### src/rtl/usb_irq_pkg.sv
// constants and carriers of the global event flag block
// assumes one 200 MHz system clock shared by core and registers
package usb_irq_pkg;

  // ----------------------------------------
  // register offsets (byte addresses)
  // ----------------------------------------
  localparam logic [7:0] DEV_CFG_OFS  = 8'h00;
  localparam logic [7:0] DEV_CTL_OFS  = 8'h04;
  localparam logic [7:0] BUS_CFG_OFS  = 8'h08;
  localparam logic [7:0] FLAGS_OFS    = 8'h14;
  localparam logic [7:0] ENABLE_OFS   = 8'h18;
  localparam logic [7:0] CLEAR_OFS    = 8'h1c;

  // ----------------------------------------
  // flag bit positions
  // ----------------------------------------
  localparam int EOPF_BIT  = 15;
  localparam int ISOD_BIT  = 14;
  localparam int ENUM_BIT  = 13;
  localparam int BRST_BIT  = 12;
  localparam int SUSP_BIT  = 11;
  localparam int ESUSP_BIT = 10;
  localparam int ONAK_BIT  = 7;
  localparam int INAK_BIT  = 6;
  localparam int NPTX_BIT  = 5;
  localparam int RXNE_BIT  = 4;
  localparam int SOF_BIT   = 3;
  localparam int OTG_BIT   = 2;
  localparam int MFLT_BIT  = 1;
  localparam int ROLE_BIT  = 0;

  // control field positions
  localparam int SET_IN_NAK_BIT  = 0;
  localparam int CLR_IN_NAK_BIT  = 1;
  localparam int SET_OUT_NAK_BIT = 2;
  localparam int CLR_OUT_NAK_BIT = 3;
  localparam int EMPTY_LVL_BIT   = 0;

  // masks and reset values
  localparam logic [31:0] STICKY_MASK = 32'h0000_fc0a;
  localparam logic [31:0] IMPL_MASK   = 32'h0000_fcff;
  localparam logic [31:0] ENABLE_RST  = 32'h0000_0000;
  localparam logic [1:0]  THR_RST     = 2'h0;

  // frame-end points in bit times within a frame
  localparam logic [13:0] EOPF_THR0 = 14'h2580;
  localparam logic [13:0] EOPF_THR1 = 14'h27d8;
  localparam logic [13:0] EOPF_THR2 = 14'h2a30;
  localparam logic [13:0] EOPF_THR3 = 14'h2c88;

  // non-periodic tx fifo depth in words
  localparam logic [7:0] NP_TX_DEPTH = 8'h10;
  localparam logic [7:0] NP_TX_HALF  = 8'h08;

  // bus idle time before suspend
  localparam int CLK_MHZ      = 200;
  localparam int IDLE_TIME_US = 3000;
  localparam int IDLE_CYC_DEF = IDLE_TIME_US * CLK_MHZ;

  typedef enum logic [1:0] {
    ST_ACTIVE = 2'b00,
    ST_EARLY  = 2'b01,
    ST_SUSP   = 2'b11
  } susp_state_t;

  typedef struct packed {
    logic [7:0]  addr;
    logic [31:0] wdata;
    logic        wr;
    logic        rd;
  } bus_req_t;

  typedef struct packed {
    logic sof_tx;
    logic sof_rx;
    logic iso_out_rx;
    logic rx_no_room;
    logic enum_done;
    logic bus_reset;
  } usb_evt_t;

  typedef struct packed {
    logic [13:0] frame_time;
    logic [7:0]  np_tx_free;
    logic [7:0]  rx_entries;
    logic        out_nak_ack;
    logic        in_nak_ack;
  } core_stat_t;

endpackage

### src/rtl/usb_irq_flags.sv
// global event flags, enables and interrupt of the usb otg core
// assumes event pulses and status come from core logic on clk;
// role and line-idle arrive from pins and are synchronised here
//
// Decided for this implementation: the address-and-strobe port.
`timescale 1ns/10ps
`default_nettype none

module usb_irq_flags #(
  parameter int unsigned IDLE_CYC = usb_irq_pkg::IDLE_CYC_DEF
) (
  input  wire logic                    clk,
  input  wire logic                    rst_b,
  input  wire usb_irq_pkg::bus_req_t   req,
  output logic [31:0]                  rdata,
  input  wire usb_irq_pkg::usb_evt_t   evt,
  input  wire usb_irq_pkg::core_stat_t stat,
  input  wire logic [31:0]             otg_flags,
  input  wire logic                    host_mode_pin,
  input  wire logic                    bus_idle_pin,
  output logic                         out_nak_req,
  output logic                         in_nak_req,
  output logic                         suspended,
  output logic                         irq
);
  import usb_irq_pkg::*;

  logic [1:0]  host_sync_reg;
  logic [1:0]  idle_sync_reg;
  logic [1:0]  thr_reg;
  logic        empty_lvl_reg;
  logic        out_nak_reg;
  logic        in_nak_reg;
  logic [31:0] enable_reg;
  logic [31:0] sticky_reg;
  logic [31:0] rdata_reg;
  logic [19:0] idle_cnt_reg;
  logic        eopf_done_reg;
  susp_state_t state_reg;
  susp_state_t state_next;
  logic        host_q;
  logic        dev_q;
  logic        idle_q;
  logic        dev_only;
  logic        fault;
  logic        wr_ok;
  logic        idle_hit;
  logic [13:0] eopf_thr;
  logic        eopf_hit;
  logic        np_empty;
  logic [31:0] set_vec;
  logic [31:0] clr_vec;
  logic [31:0] level_vec;
  logic [31:0] flags;

  // ----------------------------------------
  // pin synchronisers
  // ----------------------------------------
  // first stage feeds only the second stage
  always_ff @(posedge clk or negedge rst_b)
  begin
    if (!rst_b)
    begin
      host_sync_reg <= 2'h0;
      idle_sync_reg <= 2'h0;
    end
    else
    begin
      host_sync_reg <= {host_sync_reg[0], host_mode_pin};
      idle_sync_reg <= {idle_sync_reg[0], bus_idle_pin};
    end
  end

  assign host_q = host_sync_reg[1];
  assign dev_q  = !host_sync_reg[1];
  assign idle_q = idle_sync_reg[1];

  // ----------------------------------------
  // bus decode
  // ----------------------------------------
  // device-only registers touched in host mode are dropped
  assign dev_only = (req.addr == DEV_CFG_OFS) || (req.addr == DEV_CTL_OFS);
  assign fault    = (req.wr || req.rd) && dev_only && host_q;
  assign wr_ok    = req.wr && !fault;

  // configuration registers
  always_ff @(posedge clk or negedge rst_b)
  begin
    if (!rst_b)
    begin
      thr_reg       <= THR_RST;
      empty_lvl_reg <= 1'b0;
      enable_reg    <= ENABLE_RST;
    end
    else if (wr_ok)
    begin
      if (req.addr == DEV_CFG_OFS)
        thr_reg <= req.wdata[1:0];
      if (req.addr == BUS_CFG_OFS)
        empty_lvl_reg <= req.wdata[EMPTY_LVL_BIT];
      if (req.addr == ENABLE_OFS)
        enable_reg <= req.wdata & IMPL_MASK;
    end
  end

  // global nak requests; a set in the same write beats a clear
  always_ff @(posedge clk or negedge rst_b)
  begin
    if (!rst_b)
    begin
      out_nak_reg <= 1'b0;
      in_nak_reg  <= 1'b0;
    end
    else if (wr_ok && req.addr == DEV_CTL_OFS)
    begin
      if (req.wdata[SET_OUT_NAK_BIT])
        out_nak_reg <= 1'b1;
      else if (req.wdata[CLR_OUT_NAK_BIT])
        out_nak_reg <= 1'b0;
      if (req.wdata[SET_IN_NAK_BIT])
        in_nak_reg <= 1'b1;
      else if (req.wdata[CLR_IN_NAK_BIT])
        in_nak_reg <= 1'b0;
    end
  end

  assign out_nak_req = out_nak_reg;
  assign in_nak_req  = in_nak_reg;

  // ----------------------------------------
  // frame end detection
  // ----------------------------------------
  always_comb
  begin
    case (thr_reg)
      2'h0:    eopf_thr = EOPF_THR0;
      2'h1:    eopf_thr = EOPF_THR1;
      2'h2:    eopf_thr = EOPF_THR2;
      default: eopf_thr = EOPF_THR3;
    endcase
  end

  // one hit per frame; a new sof re-arms it
  assign eopf_hit = dev_q && !eopf_done_reg && (stat.frame_time >= eopf_thr);

  always_ff @(posedge clk or negedge rst_b)
  begin
    if (!rst_b)
      eopf_done_reg <= 1'b0;
    else if (evt.sof_rx)
      eopf_done_reg <= 1'b0;
    else if (eopf_hit)
      eopf_done_reg <= 1'b1;
  end

  // ----------------------------------------
  // idle timer and suspend state
  // ----------------------------------------
  assign idle_hit = (idle_cnt_reg == 20'(IDLE_CYC - 1));

  // counter holds once the early point is reached
  always_ff @(posedge clk or negedge rst_b)
  begin
    if (!rst_b)
      idle_cnt_reg <= 20'h0;
    else if (!idle_q || host_q)
      idle_cnt_reg <= 20'h0;
    else if (state_reg == ST_ACTIVE && !idle_hit)
      idle_cnt_reg <= idle_cnt_reg + 20'h1;
  end

  always_comb
  begin
    state_next = state_reg;
    case (state_reg)
      ST_ACTIVE:
        if (idle_q && dev_q && idle_hit)
          state_next = ST_EARLY;
      ST_EARLY:
        state_next = ST_SUSP;
      ST_SUSP:
        state_next = ST_SUSP;
      default:
        state_next = ST_ACTIVE;
    endcase
    // bus activity or host role leaves suspend at once
    if (!idle_q || host_q)
      state_next = ST_ACTIVE;
  end

  always_ff @(posedge clk or negedge rst_b)
  begin
    if (!rst_b)
      state_reg <= ST_ACTIVE;
    else
      state_reg <= state_next;
  end

  assign suspended = (state_reg == ST_SUSP);

  // ----------------------------------------
  // event set and clear vectors
  // ----------------------------------------
  // events set flags regardless of enables
  always_comb
  begin
    set_vec            = 32'h0;
    set_vec[EOPF_BIT]  = eopf_hit;
    set_vec[ISOD_BIT]  = dev_q && evt.iso_out_rx && evt.rx_no_room;
    set_vec[ENUM_BIT]  = dev_q && evt.enum_done;
    set_vec[BRST_BIT]  = dev_q && evt.bus_reset;
    set_vec[SUSP_BIT]  = (state_reg == ST_EARLY);
    set_vec[ESUSP_BIT] = (state_reg == ST_ACTIVE) && state_next == ST_EARLY;
    set_vec[SOF_BIT]   = host_q ? evt.sof_tx : evt.sof_rx;
    set_vec[MFLT_BIT]  = fault;
  end

  // write one to the flags or to the clear register
  always_comb
  begin
    clr_vec = 32'h0;
    if (wr_ok && (req.addr == FLAGS_OFS || req.addr == CLEAR_OFS))
      clr_vec = req.wdata & STICKY_MASK;
  end

  // sticky flags, one per bit; set beats clear
  for (genvar i = 0; i < 32; i++)
  begin : g_sticky
    if (STICKY_MASK[i])
    begin : g_on
      logic flag_reg;
      always_ff @(posedge clk or negedge rst_b)
      begin
        if (!rst_b)
          flag_reg <= 1'b0;
        else if (set_vec[i])
          flag_reg <= 1'b1;
        else if (clr_vec[i])
          flag_reg <= 1'b0;
      end
      assign sticky_reg[i] = flag_reg;
    end
    else
    begin : g_off
      assign sticky_reg[i] = 1'b0;
    end
  end

  // ----------------------------------------
  // level flags and read-back
  // ----------------------------------------
  assign np_empty = empty_lvl_reg ? (stat.np_tx_free == NP_TX_DEPTH)
                                  : (stat.np_tx_free >= NP_TX_HALF);

  always_comb
  begin
    level_vec           = 32'h0;
    level_vec[ONAK_BIT] = out_nak_reg && stat.out_nak_ack;
    level_vec[INAK_BIT] = in_nak_reg && stat.in_nak_ack;
    level_vec[NPTX_BIT] = host_q && np_empty;
    level_vec[RXNE_BIT] = (stat.rx_entries != 8'h0);
    level_vec[OTG_BIT]  = |otg_flags;
    level_vec[ROLE_BIT] = host_q;
  end

  assign flags = sticky_reg | level_vec;

  // only enabled flags reach the line
  assign irq = |(flags & enable_reg);

  // read data stands one cycle after the strobe; unmapped reads zero
  always_ff @(posedge clk or negedge rst_b)
  begin
    if (!rst_b)
      rdata_reg <= 32'h0;
    else if (req.rd && !fault)
    begin
      case (req.addr)
        DEV_CFG_OFS: rdata_reg <= {30'h0, thr_reg};
        DEV_CTL_OFS: rdata_reg <= {29'h0, out_nak_reg, 1'b0, in_nak_reg};
        BUS_CFG_OFS: rdata_reg <= {31'h0, empty_lvl_reg};
        FLAGS_OFS:   rdata_reg <= flags;
        ENABLE_OFS:  rdata_reg <= enable_reg;
        default:     rdata_reg <= 32'h0;
      endcase
    end
    else
      rdata_reg <= 32'h0;
  end

  assign rdata = rdata_reg;
endmodule

`default_nettype wire

### config.mk
export PLATFORM = sky130hd
export DESIGN_NAME = usb_irq_flags
export DESIGN_NICKNAME = d
export VERILOG_FILES = /design/src/rtl/usb_irq_pkg.sv /design/src/rtl/usb_irq_flags.sv
export SDC_FILE = /design/constraint.sdc
export NUM_CORES = 1
export LEC_CHECK = 0
export ABC_AREA = 1
export BUFFER_PORTS_ARGS = -buffer_cell sky130_fd_sc_hd__buf_2
export CAP_MARGIN = 20
export CORE_MARGIN = 2
export CORE_UTILIZATION = 46
export CTS_CLUSTER_DIAMETER = 40
export CTS_CLUSTER_SIZE = 28
export DETAILED_ROUTE_END_ITERATION = 8
export GPL_ROUTABILITY_DRIVEN = 0
export HOLD_SLACK_MARGIN = 0.08
export PLACE_DENSITY = 0.78
export SLEW_MARGIN = 20
export SYNTH_ARGS = -nofsm -noshare
export SYNTH_HDL_FRONTEND = slang
export SYNTH_SLANG_ARGS = --single-unit
### constraint.sdc
create_clock -name clk -period 1.7 [get_ports clk]
set_input_delay 0.085 -clock clk [delete_from_list [all_inputs] [get_ports clk]]
set_output_delay 0.085 -clock clk [all_outputs]
set_load 0.03 [all_outputs]
==> results.sh <==
export IMPL_drt_iter0_markers=176
export IMPL_grt_usage=0.234
export IMPL_holdCritPathClass="in2reg"
export IMPL_die_x_um=100
export IMPL_crit_path_frequent_cell="nand2_1"
export IMPL_cts_clk_slew_worst_paths_ns=0.08
export IMPL_cap_viol_max_count=0
export IMPL_vias=4465
export IMPL_setup_ws_ns=-0.116
export IMPL_powerDensity_nw_per_um2=645
export IMPL_clk_latency_ns=0.35
export IMPL_final_area_um2=5800
export IMPL_hpwl_mm=8.36
export IMPL_htree_levels=3
export IMPL_worstPathRequired_ns=1.94
export IMPL_violations="negative setup slack"
export IMPL_yosys_warnings=0
export IMPL_grt_max_degree=69
export IMPL_fmax_mhz=551
export IMPL_core_um2=9110
export IMPL_cts_tree="yes"
export IMPL_largest_reg_flops=20
export IMPL_drv_slew=0
export IMPL_skew_ns=0.0105
export IMPL_fin_nets=905
export IMPL_synth_top_area_cell="dfrtp_1"
export IMPL_drt_pass1_iterations=5
export IMPL_yosysSeqAreaShare=0.399
export IMPL_detail_route_antenna_nets=0
export IMPL_cts_sinks=68
export IMPL_io_buffers=115
export IMPL_drc=0
export IMPL_die_area_um2=10100
export IMPL_synthesis_instances=604
export IMPL_antenna_found_initial=0
export IMPL_final_cells=889
export IMPL_synth_cell_types=31
export IMPL_setup_viol=2
export IMPL_ios=152
export IMPL_start_kind="flip-flop"
export IMPL_worst_path_largest_cell_delay_ns=0.48
export IMPL_rsz0062_at_grt="yes"
export IMPL_placed_area_um2=5050
export IMPL_numCtsBuffers=9
export IMPL_drive_gt1_frac=0.267
export IMPL_grt_pass1_wl_mm=18.7
export IMPL_met1Wirelength_mm=4.65
export IMPL_yosys_register_bits=68
export IMPL_wire_per_inst_um=13.5
export IMPL_area_growth_pct=35.9
export IMPL_grt_pass1_vias=4210
export IMPL_crit_type="reg2reg"
export IMPL_wl_met3_um=829
export IMPL_end_kind="flip-flop"
export IMPL_synth_top_cell_area_share=0.399
export IMPL_final_hold_viol_count=0
export IMPL_netlist_area_um2=4270
export IMPL_grt_ovfl_total=0
export IMPL_slowest_stage="dfrtp_2"
export IMPL_cp_cell_sequence="inv_4, ha_4, o21bai_1, ha_1, nand2_1, inv_2, nand2_2, a21oi_2, nor2_1, nand2_1, nand3_1, nand2_1"
export IMPL_post_drt_via_cell_ratio=5.02
export IMPL_syn_area_per_cell_um2=7.06
export IMPL_diodes=0
export IMPL_cts_buffer_depth=2
export IMPL_dr_wl_met2_mm=6.14
export IMPL_leakagePower_nw=2.94
export IMPL_period_share=1.07
export IMPL_cts_root_buffer="clkbuf_8"
export IMPL_arrival_ns=2.05
export IMPL_vdd_drop_max_v=0.000435
export IMPL_top_layer_used="met4"
export IMPL_routed_wirelength_mm=12.0
export IMPL_netlist_top_cells_area="dfrtp_1, nand2_1, nor2_1"
export IMPL_fin_crit_ns=1.82
export IMPL_row_count=35
export IMPL_path_max_fanout=5
export IMPL_initial_core_util=0.468
export IMPL_dieHeight_um=100
export IMPL_place_inst=840
export IMPL_status="complete, but fails checks"
-- power breakdown --
part	internal, mW	leakage, nW	switching [mW]	total (mW)
registers	1.66	0.896	0.0366	1.69
clock network	0.820	0.102	0.635	1.45
logic	0.259	1.95	0.334	0.593
-- final timing paths --
path / startpoint / end / slack [ns] / cells past startpoint
setup / recovery: thr_reg[0] / eopf_done_reg / -0.12 / 12
hold / removal: stat[0] / rdata[6] / 0.1 / 5
setup reg to reg: thr_reg[0] / eopf_done_reg / -0.12 / 12
hold reg to reg: host_sync_reg[0] / host_sync_reg[1] / 0.35 / 0
max in group asynchronous: rst_b / thr_reg[0] / 1.10 / 3
min in group asynchronous: rst_b / rdata[12] / 0.28 / 3
-- layout by cell type (no fill, tap or decap), drive strengths merged, types with 4 or more instances in the layout --
cell	synthesis	final
nand2	214	214
xor2	11	11
inv	61	62
dfrtp	68	68
nor2	101	103
dlygate4sd3	0	24
nand4	24	24
ha	15	15
conb	1	18
nor3	4	4
o21ai	26	26
buf	27	145
nand3	33	33
a21oi	10	10
clkbuf	2	9
-- layer usage --
| metal | GRT usage | vias to the layer above |
|---|---|---|
| met5 | 0 | - |
| met4 | 0.0896 | 0 |
| met3 | 0.0474 | 41 |
| met2 | 0.429 | 197 |
| met1 | 0.267 | 2027 |
| li1 | - | 2200 |
-- logic make-up (layout without fill, tap and decap cells) --
group,after synthesis,after routing,synth area share
AOI/OAI and AO/OA,38,38,0.0466
xor gates and xnor gates,12,12,0.0246
and+or+nand+nor,380,382,0.385
adders and majority gates,15,15,0.0440
other,1,18,0.000879
buffers and inverters,90,245,0.0997
DFF,68,68,0.399
-- timing repair --
item | 4_1_cts | 5_1_grt
pin swaps | 7 | 18
setup buffers | 5 | 3
endpoints found under the setup margin | 3 | 19
hold buffers | 24 | 0
cloned | 0 | 2
gates resized for setup | 10 | 34
hold endpoints to repair | 96 | 0
-- cell usage after synthesis --
master	instances
nor2_2	2
clkbuf_1	2
nand3_1	28
conb_1	1
nor3_1	3
nand2_1	213
nor3_2	1
nand3_2	4
nand3b_1	2
a21boi_0	1
o21ai_1	14
nor2_1	93
dfrtp_1	68
o21bai_1	1
ha_1	15
nand2_2	1
buf_2	7
o21ai_0	11
inv_1	61
xor2_1	11
a21oi_1	10
xnor2_1	1
buf_4	19
nor2_4	5
and2_1	1
o21ai_2	1
nand4_1	24
nand3_4	1
nor2_8	1
or2_2	1
buf_6	1
-- final cells by class --
type | instances | area, µm²
clock buffer | 9 | 124
clock inverter | 6 | 88.8
fill | 796 | 3310
inverter | 61 | 234
multi-input combinational | 465 | 2400
sequential | 68 | 1710
tap | 111 | 139
timing repair buffer | 169 | 1110
-- critical path, delay by kind of cell (launching register included) --
kind                       cells  cell delay, ns
DFF                            1            0.48
AOI/OAI and AO/OA              2            0.23
buffers and inverters          2            0.12
and+or+nand+nor                6            0.47
adders and majority gates      2            0.42
-- per-stage QoR --
stage / setup slack, ns / TNS [ns] / util / power, mW / hold WS, ns
2_1_floorplan: 0.0613 / 0 / - / 1.98 / -0.211
3_3_place_gp: 0.0245 / 0 / 0.555 / 2.17 / 0.132
3_5_place_dp: -0.0847 / -0.167 / 0.555 / 2.19 / 0.134
4_1_cts: -0.0235 / -0.0535 / 0.612 / 3.72 / 0.0873
5_1_grt: -0.154 / -0.653 / 0.637 / 3.92 / 0.117
6_report: -0.116 / -0.224 / 0.637 / 3.74 / 0.100
No activity file was read; power rests on OpenSTA's default activity.
